## config.mk

```make
export PLATFORM = sky130hd
export DESIGN_NAME = error_history_stack
export DESIGN_NICKNAME = d
export VERILOG_FILES = /design/src/error_history_stack_pkg.sv /design/src/error_history_stack.sv
export VERILOG_INCLUDE_DIRS = /design/src
export SDC_FILE = /design/constraint.sdc
export NUM_CORES = 1
export LEC_CHECK = 0
export BUFFER_PORTS_ARGS = -buffer_cell sky130_fd_sc_hd__clkbuf_2
export CAP_MARGIN = 20
export CELL_PAD_IN_SITES_DETAIL_PLACEMENT = 0
export CELL_PAD_IN_SITES_GLOBAL_PLACEMENT = 1
export CORE_MARGIN = 5
export CORE_UTILIZATION = 50
export DETAILED_ROUTE_END_ITERATION = 8
export PLACE_DENSITY = 0.9
export SLEW_MARGIN = 20
export SYNTH_ARGS = -nofsm -noshare
export SYNTH_HDL_FRONTEND = slang
export SYNTH_SLANG_ARGS = --single-unit
export TNS_END_PERCENT = 100
```

## constraint.sdc

```tcl
create_clock -name clk -period 7.6 [get_ports clk]
set_input_delay 1.14 -clock clk [delete_from_list [all_inputs] [get_ports clk]]
set_output_delay 1.14 -clock clk [all_outputs]
set_load 0.02 [all_outputs]
```

## src/error_history_stack_params.svh

```systemverilog
`ifndef ERROR_HISTORY_STACK_PARAMS_SVH
`define ERROR_HISTORY_STACK_PARAMS_SVH

// ----------------------------------------
// Register indexes (byte address = 4 * index)
// ----------------------------------------
`define IDX_COUNT               4'h0
`define IDX_FIRST               4'h1
`define IDX_ERROR_HISTORY_ENTRY_4 4'h4
`define IDX_ERROR_HISTORY_ENTRY_5 4'h5
`define IDX_ERROR_HISTORY_ENTRY_7 4'h7
`define IDX_ERROR_HISTORY_ENTRY_8 4'h8
`define IDX_LAST                4'h8

// ----------------------------------------
// Stack geometry and values
// ----------------------------------------
`define SHIFT_DEPTH             4'h7
`define RESET_ENTRY             32'h0000_0000
`define RESET_COUNT             4'h0
`define ABORT_EMPTY             32'h0800_0024

// ----------------------------------------
// Standard error codes
// ----------------------------------------
`define CODE_GENERAL            16'h1000
`define CODE_CURRENT            16'h2300
`define CODE_VOLTAGE            16'h3100
`define CODE_TEMPERATURE        16'h4200

// ----------------------------------------
// AXI responses
// ----------------------------------------
`define RESP_OKAY               2'h0
`define RESP_SLVERR             2'h2
`define RESP_DECERR             2'h3

`endif

```

## src/error_history_stack_pkg.sv

```systemverilog
`default_nettype none

package error_history_stack_pkg;

    // ----------------------------------------
    // Fault numbers
    // ----------------------------------------
    typedef enum logic [7:0] {
        FAULT_WATCHDOG_RESET             = 8'h00,
        FAULT_SUPPLY_INPUT_VOLTAGE_HIGH  = 8'h01,
        FAULT_OUTPUT_CURRENT_HIGH        = 8'h02,
        FAULT_SUPPLY_INPUT_VOLTAGE_LOW   = 8'h03,
        FAULT_FIELDBUS                   = 8'h04,
        FAULT_OVERTEMPERATURE            = 8'h0C
    } fault_num_t;

    // ----------------------------------------
    // Stored record, number in the top byte
    // ----------------------------------------
    typedef struct packed {
        logic [7:0]  number;
        logic [7:0]  errClass;
        logic [15:0] code;
    } record_t;

    // ----------------------------------------
    // Report from the fault detectors
    // ----------------------------------------
    typedef struct packed {
        logic        valid;
        logic [7:0]  number;
    } fault_report_t;

endpackage

`default_nettype wire

```

## src/error_history_stack.sv

```systemverilog
`timescale 1ns/1ns
`default_nettype none
`include "error_history_stack_params.svh"

module error_history_stack #(
    parameter int ADDR_W = 6
) (
    input  wire logic                                  clk,
    input  wire logic                                  sys_rst,
    input  wire error_history_stack_pkg::fault_report_t faultIn,
    input  wire logic [7:0]                            errorClass,
    input  wire logic [ADDR_W-1:0]                     s_axi_awaddr,
    input  wire logic                                  s_axi_awvalid,
    output logic                                       s_axi_awready,
    input  wire logic [31:0]                           s_axi_wdata,
    input  wire logic [3:0]                            s_axi_wstrb,
    input  wire logic                                  s_axi_wvalid,
    output logic                                       s_axi_wready,
    output logic [1:0]                                 s_axi_bresp,
    output logic                                       s_axi_bvalid,
    input  wire logic                                  s_axi_bready,
    input  wire logic [ADDR_W-1:0]                     s_axi_araddr,
    input  wire logic                                  s_axi_arvalid,
    output logic                                       s_axi_arready,
    output logic [31:0]                                s_axi_rdata,
    output logic [1:0]                                 s_axi_rresp,
    output logic                                       s_axi_rvalid,
    input  wire logic                                  s_axi_rready
);

    localparam int IDX_W = ADDR_W - 2;
    localparam int SLOTS = 7;

    // ----------------------------------------
    // Record building
    // ----------------------------------------
    error_history_stack_pkg::record_t slotMem [1:SLOTS];
    error_history_stack_pkg::record_t newRecord;
    logic [15:0]                      stdCode;
    wire logic                        isVoltage;
    wire logic                        isCurrent;
    wire logic                        isTemp;

    assign isVoltage = (faultIn.number == error_history_stack_pkg::FAULT_SUPPLY_INPUT_VOLTAGE_HIGH)
                    || (faultIn.number == error_history_stack_pkg::FAULT_SUPPLY_INPUT_VOLTAGE_LOW);
    assign isCurrent = faultIn.number == error_history_stack_pkg::FAULT_OUTPUT_CURRENT_HIGH;
    assign isTemp    = faultIn.number == error_history_stack_pkg::FAULT_OVERTEMPERATURE;

    // Unlisted causes fall back to the general code
    assign stdCode = isCurrent ? `CODE_CURRENT :
                     isVoltage ? `CODE_VOLTAGE :
                     isTemp    ? `CODE_TEMPERATURE : `CODE_GENERAL;

    assign newRecord.number   = faultIn.number;
    assign newRecord.errClass = errorClass;
    assign newRecord.code     = stdCode;

    // ----------------------------------------
    // History shift
    // ----------------------------------------
    for (genvar k = 1; k <= SLOTS; k++) begin : gSlot
        if (k == 1) begin : gNewest
            always_ff @(posedge clk) begin
                if (sys_rst) begin
                    slotMem[k] <= `RESET_ENTRY;
                end else if (faultIn.valid) begin
                    slotMem[k] <= newRecord;
                end
            end
        end else begin : gOlder
            // Slot seven is overwritten, so its old record drops out
            always_ff @(posedge clk) begin
                if (sys_rst) begin
                    slotMem[k] <= `RESET_ENTRY;
                end else if (faultIn.valid) begin
                    slotMem[k] <= slotMem[k-1];
                end
            end

            chk_shift_back: assert property (
                @(posedge clk) disable iff (sys_rst)
                faultIn.valid |=> slotMem[k] == $past(slotMem[k-1])
            ) else $error("history slot did not shift back");
        end
    end

    // ----------------------------------------
    // Write channel
    // ----------------------------------------
    logic             awHeld;
    logic             wHeld;
    logic [IDX_W-1:0] wrIndex;
    logic [31:0]      wrData;
    logic [3:0]       wrStrb;
    logic [1:0]       next_bresp;
    wire logic        wrCommit;
    wire logic [31:0] strbMask;
    wire logic        wrZero;
    wire logic        wrIsCount;
    wire logic        wrIsEntry;
    wire logic        countClear;

    assign s_axi_awready = !awHeld;
    assign s_axi_wready  = !wHeld;
    assign wrCommit      = awHeld && wHeld && !s_axi_bvalid;
    assign strbMask      = {{8{wrStrb[3]}}, {8{wrStrb[2]}}, {8{wrStrb[1]}}, {8{wrStrb[0]}}};
    assign wrZero        = (wrData & strbMask) == 32'h0000_0000;
    assign wrIsCount     = wrIndex == IDX_W'(`IDX_COUNT);
    assign wrIsEntry     = (wrIndex >= IDX_W'(`IDX_FIRST)) && (wrIndex <= IDX_W'(`IDX_LAST));
    assign countClear    = wrCommit && wrIsCount && wrZero;

    // Nonzero count writes and all entry writes are refused
    assign next_bresp = (wrIsCount && wrZero) ? `RESP_OKAY :
                        (wrIsCount || wrIsEntry) ? `RESP_SLVERR : `RESP_DECERR;

    always_ff @(posedge clk) begin
        if (sys_rst) begin
            awHeld  <= 1'b0;
            wrIndex <= '0;
        end else if (s_axi_awvalid && s_axi_awready) begin
            awHeld  <= 1'b1;
            wrIndex <= s_axi_awaddr[ADDR_W-1:2];
        end else if (wrCommit) begin
            awHeld  <= 1'b0;
        end
    end

    always_ff @(posedge clk) begin
        if (sys_rst) begin
            wHeld  <= 1'b0;
            wrData <= 32'h0000_0000;
            wrStrb <= 4'h0;
        end else if (s_axi_wvalid && s_axi_wready) begin
            wHeld  <= 1'b1;
            wrData <= s_axi_wdata;
            wrStrb <= s_axi_wstrb;
        end else if (wrCommit) begin
            wHeld  <= 1'b0;
        end
    end

    always_ff @(posedge clk) begin
        if (sys_rst) begin
            s_axi_bvalid <= 1'b0;
            s_axi_bresp  <= `RESP_OKAY;
        end else if (wrCommit) begin
            s_axi_bvalid <= 1'b1;
            s_axi_bresp  <= next_bresp;
        end else if (s_axi_bready) begin
            s_axi_bvalid <= 1'b0;
        end
    end

    // ----------------------------------------
    // Fault count
    // ----------------------------------------
    logic [3:0]       logCount;
    wire logic [3:0]  countBase;
    wire logic [3:0]  next_count;

    // A clear and a fault in one cycle leave a count of one
    assign countBase  = countClear ? `RESET_COUNT : logCount;
    assign next_count = (faultIn.valid && countBase < `SHIFT_DEPTH)
                      ? countBase + 4'h1 : countBase;

    always_ff @(posedge clk) begin
        if (sys_rst) begin
            logCount <= `RESET_COUNT;
        end else begin
            logCount <= next_count;
        end
    end

    // ----------------------------------------
    // Read channel
    // ----------------------------------------
    wire logic [IDX_W-1:0] rdIndex;
    wire logic             rdIsCount;
    wire logic             rdIsEntry;
    wire logic             rdStored;
    wire logic [31:0]      entryValue;
    wire logic [31:0]      next_rdata;
    wire logic [1:0]       next_rresp;

    assign s_axi_arready = !s_axi_rvalid;
    assign rdIndex   = s_axi_araddr[ADDR_W-1:2];
    assign rdIsCount = rdIndex == IDX_W'(`IDX_COUNT);
    assign rdIsEntry = (rdIndex >= IDX_W'(`IDX_FIRST)) && (rdIndex <= IDX_W'(`IDX_LAST));
    assign rdStored  = rdIsEntry && (rdIndex <= IDX_W'(`SHIFT_DEPTH));

    // Slot eight never receives a record and keeps its preset
    assign entryValue = rdStored ? slotMem[rdIndex] : `RESET_ENTRY;

    assign next_rdata = rdIsCount ? {28'h000_0000, logCount} :
                        !rdIsEntry ? 32'h0000_0000 :
                        (logCount == `RESET_COUNT) ? `ABORT_EMPTY : entryValue;
    assign next_rresp = rdIsCount ? `RESP_OKAY :
                        !rdIsEntry ? `RESP_DECERR :
                        (logCount == `RESET_COUNT) ? `RESP_SLVERR : `RESP_OKAY;

    always_ff @(posedge clk) begin
        if (sys_rst) begin
            s_axi_rvalid <= 1'b0;
            s_axi_rdata  <= 32'h0000_0000;
            s_axi_rresp  <= `RESP_OKAY;
        end else if (s_axi_arvalid && s_axi_arready) begin
            s_axi_rvalid <= 1'b1;
            s_axi_rdata  <= next_rdata;
            s_axi_rresp  <= next_rresp;
        end else if (s_axi_rready) begin
            s_axi_rvalid <= 1'b0;
        end
    end

    // ----------------------------------------
    // Checks
    // ----------------------------------------
    chk_push_newest: assert property (
        @(posedge clk) disable iff (sys_rst)
        faultIn.valid |=> slotMem[1] == $past(newRecord)
    ) else $error("new fault not placed in the newest slot");

    chk_oldest_drop: assert property (
        @(posedge clk) disable iff (sys_rst)
        faultIn.valid ##1 faultIn.valid |=> slotMem[SLOTS] == $past(slotMem[SLOTS-2], 2)
    ) else $error("oldest record was not discarded");

    chk_count_step: assert property (
        @(posedge clk) disable iff (sys_rst)
        faultIn.valid && !countClear && logCount < `SHIFT_DEPTH
        |=> logCount == $past(logCount) + 4'h1
    ) else $error("fault count did not advance by one");

    chk_count_cap: assert property (
        @(posedge clk) disable iff (sys_rst)
        logCount == `SHIFT_DEPTH && !countClear |=> logCount == `SHIFT_DEPTH
    ) else $error("fault count left its ceiling");

    chk_empty_abort: assert property (
        @(posedge clk) disable iff (sys_rst)
        s_axi_arvalid && s_axi_arready && rdIsEntry && logCount == `RESET_COUNT
        |=> s_axi_rvalid && s_axi_rresp == `RESP_SLVERR && s_axi_rdata == `ABORT_EMPTY
    ) else $error("empty history read not refused with abort code");

    chk_zero_restart: assert property (
        @(posedge clk) disable iff (sys_rst)
        countClear && !faultIn.valid |=> logCount == `RESET_COUNT
    ) else $error("zero write did not restart the count");

    chk_entry_readonly: assert property (
        @(posedge clk) disable iff (sys_rst)
        wrCommit && wrIsEntry && !faultIn.valid
        |=> s_axi_bvalid && s_axi_bresp == `RESP_SLVERR && slotMem[1] == $past(slotMem[1])
    ) else $error("write to a history slot was not refused");

    chk_code_current: assert property (
        @(posedge clk) disable iff (sys_rst)
        faultIn.valid && faultIn.number == 8'h02 |=> slotMem[1].code == `CODE_CURRENT
    ) else $error("output current fault got the wrong code");

    chk_code_voltage: assert property (
        @(posedge clk) disable iff (sys_rst)
        faultIn.valid && (faultIn.number == 8'h01 || faultIn.number == 8'h03)
        |=> slotMem[1].code == `CODE_VOLTAGE && slotMem[1].number == $past(faultIn.number)
    ) else $error("supply fault stored wrongly");

    chk_class_copy: assert property (
        @(posedge clk) disable iff (sys_rst)
        faultIn.valid |=> slotMem[1].errClass == $past(errorClass)
    ) else $error("class byte differs from the error register");

    chk_read_answer: assert property (
        @(posedge clk) disable iff (sys_rst)
        s_axi_arvalid && s_axi_arready && rdIsCount
        |=> s_axi_rvalid && s_axi_rdata == {28'h000_0000, $past(logCount)}
    ) else $error("count read answered late or wrongly");

    chk_write_answer: assert property (
        @(posedge clk) disable iff (sys_rst)
        s_axi_awvalid && s_axi_awready && s_axi_wvalid && s_axi_wready && !s_axi_bvalid
        |=> ##1 s_axi_bvalid
    ) else $error("write response not given two cycles after the request");

    chk_code_temp: assert property (
        @(posedge clk) disable iff (sys_rst)
        faultIn.valid && faultIn.number == 8'h0C |=> slotMem[1].code == `CODE_TEMPERATURE
    ) else $error("overtemperature fault got the wrong code");

    chk_code_general: assert property (
        @(posedge clk) disable iff (sys_rst)
        faultIn.valid && faultIn.number != 8'h01 && faultIn.number != 8'h02
        && faultIn.number != 8'h03 && faultIn.number != 8'h0C
        |=> slotMem[1].code == `CODE_GENERAL
    ) else $error("unlisted fault did not get the general code");

    chk_number_kept: assert property (
        @(posedge clk) disable iff (sys_rst)
        faultIn.valid |=> slotMem[1].number == $past(faultIn.number)
    ) else $error("fault number not stored unchanged");

    chk_slot_preset: assert property (
        @(posedge clk)
        sys_rst |=> slotMem[1] == `RESET_ENTRY && slotMem[SLOTS] == `RESET_ENTRY
                    && logCount == `RESET_COUNT
    ) else $error("history not back at its preset after reset");

    chk_slot_eight: assert property (
        @(posedge clk) disable iff (sys_rst)
        s_axi_arvalid && s_axi_arready && rdIndex == IDX_W'(`IDX_LAST) && logCount != `RESET_COUNT
        |=> s_axi_rvalid && s_axi_rdata == `RESET_ENTRY && s_axi_rresp == `RESP_OKAY
    ) else $error("slot eight did not read its preset");

    chk_count_hold: assert property (
        @(posedge clk) disable iff (sys_rst)
        !faultIn.valid && !countClear |=> logCount == $past(logCount)
    ) else $error("fault count moved without a fault");

    chk_nonzero_ignored: assert property (
        @(posedge clk) disable iff (sys_rst)
        wrCommit && wrIsCount && !wrZero && !faultIn.valid
        |=> s_axi_bvalid && s_axi_bresp == `RESP_SLVERR && logCount == $past(logCount)
    ) else $error("nonzero count write was not refused");

    chk_history_frozen: assert property (
        @(posedge clk) disable iff (sys_rst)
        !faultIn.valid
        |=> slotMem[1] == $past(slotMem[1]) && slotMem[SLOTS] == $past(slotMem[SLOTS])
    ) else $error("history moved without a fault");

endmodule // error_history_stack

`default_nettype wire

```

# [Word level (Yosys, flattened, before mapping)]
# Memory sizes are Yosys's and may differ from the RTL's.
# Index checks and enable logic that the tools add are counted.
[word_totals] mem_bits_rw=224 elab_cells=90 ff_bits=84 mem_count=1 out_inout_bits=41 inputBits=72
[classes] bitwise=8 n_addsub=1 n_eq_ne=4 mux=33 n_reduce_logical=26 magnitude_cmp=6
[mem_list] name="slotMem" depth=7 word_bits=32 rd=7 rd_clocked_by_memory_dff=0 wr=7 line="error_history_stack.sv:37" source="error_history_stack_pkg::record_t slotMem [1:SLOTS];"
[ops] operator="32-bit 2-to-1 mux" n=11
[ops] operator="15-bit 2-to-1 mux" n=3
[ops] operator="32-bit bitwise AND" n=1
[ops] operator="32-bit logical NOT" n=1
[ops] operator="8-bit by 2-bit equality test with 1-bit output, second input constant" n=2
[ops] operator="1-bit 2-to-1 mux" n=13
[ops] operator="1-bit logical AND" n=12
[ops] operator="4-bit logical NOT" n=3
[ops] operator="8-bit by 1-bit equality test with 1-bit output, second input constant" n=1
[ops] operator="8-bit by 4-bit equality test with 1-bit output, second input constant" n=1
[ops] operator="4-bit by 1-bit >= comparator with 1-bit output, second input constant" n=2
[ops] operator="4-bit <= comparator, second input constant" n=2
[ops] operator="2-bit 2-to-1 mux" n=4
[ops] operator="4-bit 2-to-1 mux" n=2
[ops] operator="2-bit nonzero test" n=4
[ops] operator="1-bit bitwise OR" n=7
[ops] operator="4-bit by 1-bit adder with 4-bit output, second input constant" n=1
[ops] operator="4-bit by 3-bit <= comparator with 1-bit output, second input constant" n=1
[ops] operator="1-bit logical NOT" n=4
[ops] operator="4-bit by 3-bit less-than comparator with 1-bit output, second input constant" n=1
[ops] operator="1-bit logical OR" n=2

# [Depth between registers and ports, before layout]
# Gate-level depths: netlist of run 1.
[depth] word_depth=8 ltp_mapped=10

# [Least setup slack after synthesis of run 1]
# Ideal clock, no wire load.
[synth_timing] path_kind="input to register" start="in sys_rst" end="mem slotMem[1][12] (netlist name), enable pin" path_buffers=2 setup_slack_ns=3.735 t_arrival_ns=3.425 path_stages=3 cell_sequence="clkbuf_1 > clkbuf_1 > or2_2"
[synth_rtl] element="start: declaration" line="error_history_stack.sv:9" source="input wire logic sys_rst,"
[synth_rtl] element="end: declaration" line="error_history_stack.sv:37"

==> results of run 1 <==
[power by group]
group	internal, mW	total [mW]	switching, mW
sequential	1.33	1.36	0.0346
combinational	0.0911	0.221	0.130
clock	0.592	1.02	0.432
[registers in the layout, indices dropped and copies added (netlist names)]
register and cells:
s_axi_rdata 25, s_axi_bresp 2, s_axi_rvalid 1, wHeld 1, wrStrb 4, wrData 32, s_axi_bvalid 1, wrIndex 4
awHeld 1, s_axi_rresp 2, slotMem 140, logCount 4
[synthesized netlist by cell type, drive strengths merged, types with 2 or more instances]
library cell	n	area share (%)
a31oi	5	0.34
clkbuf	40	1.6
nor3	12	0.65
nand4b	2	0.19
nor2b	4	0.27
mux4	17	4.1
o21ai	8	0.43
nor2	54	2.2
edfxtp	140	45
a21oi	63	3.4
o22ai	3	0.20
buf	20	1.5
a2bb2oi	16	1.5
inv	4	0.16
mux2i	24	2.6
or4	8	0.65
nand2	85	3.5
nand3	4	0.22
a21boi	2	0.20
nand2b	6	0.41
nor4	7	0.47
o221ai	3	0.28
a211oi	21	1.8
dfxtp	77	17
or3	2	0.19
a32oi	3	0.28
and2	138	9.4
[per-stage QoR]
step	utilization [%]	setup WS, ps	cells
4_1_cts	58.2	4040	1103
5_1_grt	58.2	3890	1103
3_5_place_dp	54.5	3520	1064
3_3_place_gp	54.4	3530	1063
6_report	58.2	4050	1103
2_1_floorplan	-	3730	786
[per-layer routing]
layer | global-route usage [%] | vias to the layer above | wire length, um
li1 | - | 2933 | -
met1 | 24.9 | 2835 | 8920
met2 | 25.4 | 142 | 7990
met3 | 3.66 | 23 | 1100
met4 | 4.05 | 0 | 282
met5 | 0 | - | 0
[final timing paths]
check | end | slack [ps]
setup / recovery | slotMem[2][20]$_SDFFCE_PN0P_ | 4050
hold / removal | wrData[28]$_SDFFE_PP0P_ | 450
setup reg to reg | logCount[0]$_SDFF_PP0_ | 4680
hold reg to reg | wrData[28]$_SDFFE_PP0P_ | 450
[cell type report]
type	instances	share of cell area, %
sequential	217	54.5
multi-input combinational	505	30.7
clock buffer	32	6.18
timing repair buffer	109	5.42
tap	229	2.72
clock inverter	7	0.297
inverter	4	0.143
[worst max-delay path, delay by kind of cell]
family,cells,cell delay (ps)
buffers and inverters,3,1690
AND/OR/NAND/NOR,1,730
[cells by family after synthesis]
kind of cell	count (synthesis)	share of synthesized area [%]
flops	217	62.1
other cells	1	0.0405
mux	41	6.73
buf+inv	64	3.30
simple gates	325	18.3
compound gates	131	9.35
fa+ha+maj	1	0.135
xor+xnor	1	0.0946
==> summary.txt, run 1 <==
Run status
  • Status: complete, no violations

Die
  • Initial core utilization: around half
  • Rows: 49
  • Die area: 21,300 um2
  • Boundary pin count: roughly 110
  • Chip height: ~150 um
  • DIE WIDTH: about 150 um
  • Core Box Area: between 15,000 and 20,000 um2

Layout
  • Nets: 932
  • Ant diodes: 0
  • Post-route cell area: between 10,000 and 15,000 um2
  • Fraction of layout cells with a size suffix above 1: about a fifth
  • Fillers: between 1,000 and 1,500
  • Multi-input gate area: 3240 um2
  • P&R area growth vs syn: 13.8%
  • Most common cell after layout, fill and taps aside: edfxtp_1
  • Most frequent cells in the layout: 140 x edfxtp_1, 137 x and2_1, 103 x clkbuf_2
  • Register area: 5750 um2

Critical path
  • Crit path kind: primary input to register
  • Crit Path Max Fanout: 88
  • WP data arrival: 3660 ps
  • Worst setup SP type: primary input
  • Crit path capture type: register
  • R2R Path Start: wrData[4]$_SDFFE_PP0P_
  • Slowest CP cell: buf_4
  • Path depth of the worst reg2reg path: 10
  • CP Launch Point: sys_rst
  • CP most frequent cell: buf_4
  • Largest stage delay, worst path: between 900 and 1000 ps
  • Critical Path RT: around 7700 ps
  • CP Cell Sequence: clkbuf_2 -> buf_4 -> or2_4 -> buf_4

Power
  • Lkg Pwr: approximately 4.2 nW
  • Max rail drop VDD: 0.159 mV
  • Tot Pwr: ~2.6 mW
  • Pwr dens: approximately 250 nW/um2

Route
  • Remaining DRCs: 0
  • Final WL: ~18 mm
  • 1st-pass router iterations: 4
  • DR vias: around 5,900
  • Routed len/inst: 16.6 um
  • Drt first-iter violations: about 440
  • Via density: roughly 5.4
  • Final ANT Viol Nets: 0

GRT
  • Total global-route track usage: 16.7%
  • Vias in the first global route: between 5,000 and 6,000
  • Grt total ovfl: 0
  • First-pass GRT wire length: roughly 30 mm
  • Initial antenna violation count: 0
  • Largest net degree at the start of global routing: 139

Clock network
  • TritonCTS clock tree: done
  • Clock buffer depth: 3
  • CTS resizes: 0
  • H-Tree Depth: 1
  • Worst-Skew Late Latency: roughly 500 ps
  • CTS buffer count: 22
  • Clock sinks: roughly 220
  • Post-CTS Setup Repair Bufs: 0
  • Hold_buf cts: 0
  • Reg clk slew, reported paths: about 60 ps
  • Clock Tree Root: clkbuf_16

Synth
  • Asr flop ratio synth: 0%
  • Seq cells post-synth: 217
  • Seq/Total Area, Yosys: approximately 62%
  • Gate Count Post-Synth: roughly 780
  • Synth cell types: 50
  • Mean Syn Cell Area: between 10 and 15 um2
  • Dominant synthesized flop cell: edfxtp_1
  • Post-Syn Area: roughly 9300 um2
  • Synth Warn #: 0
  • Number of synthesized flops with an enable pin: 140

Timing
  • RSZ-0062 raised after global routing: false
  • Hold Violations, Final: 0
  • Normalized max-slew margin: around a quarter
  • Crit path time final: about 3500 ps
  • Worst hold slack: 450 ps
  • Tightest Pin Transition: ~1100 ps
  • Setup TNS: 0 ps
  • Final setup skew: roughly 13 ps
  • Fmax: around 280 MHz
  • Period utilization: between 40% and 50%
  • Final setup violation count: 0
  • Pins Over Slew Limit: 0

Placed design
  • Placed inst area: 9850 um2
  • DPL Wire Length: about 11 mm
  • GP Congestion: ~0.77
  • Port Buf Inserts: slightly above 100

Run
  • Max Cap Violations: 0

Min path
  • Hold wc startpoint: wrData[28]$_SDFFE_PP0P_
  • Hold path depth: 2
  • HP Class: register to register
(Power assumes the default switching activity.)
==> inputs of run 2 (changes only) <==
--- a/config.mk
+++ b/config.mk
@@ -11,9 +11,9 @@
 export CELL_PAD_IN_SITES_DETAIL_PLACEMENT = 0
 export CELL_PAD_IN_SITES_GLOBAL_PLACEMENT = 1
 export CORE_MARGIN = 5
-export CORE_UTILIZATION = 50
+export CORE_UTILIZATION = 47
 export DETAILED_ROUTE_END_ITERATION = 8
-export PLACE_DENSITY = 0.9
+export PLACE_DENSITY = 0.86
 export SLEW_MARGIN = 20
 export SYNTH_ARGS = -nofsm -noshare
 export SYNTH_HDL_FRONTEND = slang
==> constraint.sdc (replaced) <==
create_clock -name clk -period 3.6 [get_ports clk]
set_input_delay 0.54 -clock clk [delete_from_list [all_inputs] [get_ports clk]]
set_output_delay 0.54 -clock clk [all_outputs]
set_load 0.02 [all_outputs]
==> run 2 against run 1 <==
Core utilization down 2.8 points. Sequential cell count unchanged. Clock skew rose by 1.6 ps. Sequential power up 110%. Routed wire length grew 3.8%. Global-route usage is 0.21 points higher. Critical endpoint is now logCount[0]$_SDFF_PP0_. Highest routed layer unchanged. First-iteration DRC count shrank 25%.
==> summary.txt, run 2 (synthesis gave the netlist of run 1 again) <==
Clock network
  • H-Tree Depth: 1
  • Clock sinks: 217
  • Clock Tree Root: clkbuf_16
  • Worst-Skew Late Latency: roughly 510 ps
  • Reg clk slew, reported paths: approximately 60 ps
  • CTS buffer count: 23
  • Post-CTS Setup Repair Bufs: 0
  • Clock buffer depth: 3
  • TritonCTS clock tree: done
  • Hold_buf cts: 0
  • CTS resizes: 0

Power
  • Pwr dens: 532 nW/um2
  • Lkg Pwr: between 4 and 5 nW
  • P_sw: roughly 1.3 mW
  • Max rail drop VDD: 0.345 mV
  • Cell Int Power: 4.44 mW
  • Clock power share: between 40% and 50%
  • Sequential power share: roughly 50%
  • Combinational share of power: 8.4%
  • Sw frac: between 20% and 30%

GRT
  • Largest net degree at the start of global routing: approximately 70
  • Vias in the first global route: between 5,000 and 6,000
  • Initial antenna violation count: 0
  • Grt total ovfl: 0
  • First-pass GRT wire length: 31.0 mm
  • Total global-route track usage: between 15 and 20%

Timing
  • Period utilization: about four fifths
  • Hold Violations, Final: 0
  • Post-route setup slack: roughly 780 ps
  • Pins Over Slew Limit: 0
  • Crit path time final: between 2000 and 3000 ps
  • RSZ-0062 raised after global routing: false
  • Final setup violation count: 0
  • Final setup skew: roughly 15 ps
  • Tightest Pin Transition: 870 ps
  • Normalized max-slew margin: ~42%
  • Setup TNS: 0 ps
  • Fmax: between 300 and 400 MHz

Run status
  • Status: complete, no violations

Placed design
  • GP Congestion: ~0.75
  • Port Buf Inserts: roughly 100
  • Dpl ws: about 740 ps
  • DPL Wire Length: 12.0 mm

Critical path
  • Slowest CP cell: or4_1
  • Critical Path RT: between 4000 and 5000 ps
  • CP Cell Sequence: or4_1 -> o21ai_1 -> and3_1 -> and2_4 -> nor2b_1 -> ha_1 -> a211oi_1 -> xor2_1 -> a21oi_1 -> a211oi_2
  • Crit path kind: register to register
  • WP data arrival: approximately 3300 ps
  • Largest stage delay, worst path: between 500 and 600 ps
  • Path depth of the worst reg2reg path: 10
  • Crit path capture type: register
  • Worst setup SP type: register
  • Crit Path Max Fanout: 6

Layout
  • Most common cell after layout, fill and taps aside: edfxtp_1
  • Most frequent cells in the layout: 140 x edfxtp_1, 137 x and2_1, 102 x clkbuf_2
  • Fraction of layout cells with a size suffix above 1: 20.5%
  • Multi-input gate area: around 3200 um2
  • Max reg flops: between 100 and 150
  • Biggest regs: slotMem x140, wrData x32, s_axi_rdata x25
  • Ant diodes: 0
  • Biggest register: slotMem
  • P&R area growth vs syn: 16.2%
  • Nets: 940
  • Register area: ~5700 um2
  • Fillers: 1,709

Die
  • Rows: 51
  • Core Box Area: between 15,000 and 20,000 um2
  • Initial core utilization: 47.7%
  • Boundary pin count: between 100 and 150
  • Chip height: about 150 um
  • Die area: 22,600 um2
  • DIE WIDTH: roughly 150 um

Run
  • Max Cap Violations: 0

Route
  • Drt first-iter violations: approximately 330
  • Final WL: roughly 19 mm
  • Routed len/inst: 16.5 um
  • Final ANT Viol Nets: 0
  • Remaining DRCs: 0
  • 1st-pass router iterations: 4
  • Via density: around 5.2
  • DR vias: roughly 6,000

Min path
  • Hold path depth: 2
  • HP Class: primary input to register
==> run 2: area by class of cell <==
type / count / share of cell area [%]
tap: 265 / 3.08
inverter: 4 / 0.140
sequential: 217 / 53.4
clock inverter: 5 / 0.500
timing repair buffer: 116 / 6.07
clock buffer: 37 / 6.68
multi-input combinational: 505 / 30.1
==> run 2: per-stage QoR <==
step	power, mW	area [um2]	hold WS (ps)	std cells	util [%]
after global routing	5.96	10800	212	1149	55.4
after detailed placement	3.41	9980	441	1107	51.4
final	5.72	10800	227	1149	55.4
after floorplan	3.25	9280	431	786	-
after CTS	5.77	10800	219	1149	55.4
after global placement	3.40	9980	439	1107	51.4
==> run 2: layer usage <==
metal  part of all wire, %  global-route usage [%]
met2                    45                    26.4
met4                  0.96                    3.61
met3                   6.7                    3.37
met1                    48                    24.8
met5                     0                       0
==> run 2: worst paths after layout <==
kind	startpoint	endpoint	slack (ps)
worst max-delay path	wrData[20]$_SDFFE_PP0P_	logCount[0]$_SDFF_PP0_	780
worst max register to register	wrData[20]$_SDFFE_PP0P_	logCount[0]$_SDFF_PP0_	780
worst min-delay path	s_axi_rready	s_axi_rvalid$_SDFFE_PP0P_	230
worst min register to register	wrData[23]$_SDFFE_PP0P_	wrData[23]$_SDFFE_PP0P_	450
==> run 2: worst max-delay path: cells and delay by family (launching register included) <==
family,cells,cell delay [ps]
xor gates and xnor gates,1,180
adders and majority gates,1,200
DFF,1,310
AOI/OAI and AO/OA,4,1000
and+or+nand+nor,4,1070
==> run 2: power by group through the flow <==
stage	logic, mW	clock network [mW]	registers, mW
4_1_cts	0.488	2.41	2.87
6_report	0.481	2.36	2.87
3_3_place_gp	0.479	0	2.92
3_5_place_dp	0.485	0	2.92
2_1_floorplan	0.338	0	2.91
5_1_grt	0.538	2.53	2.89
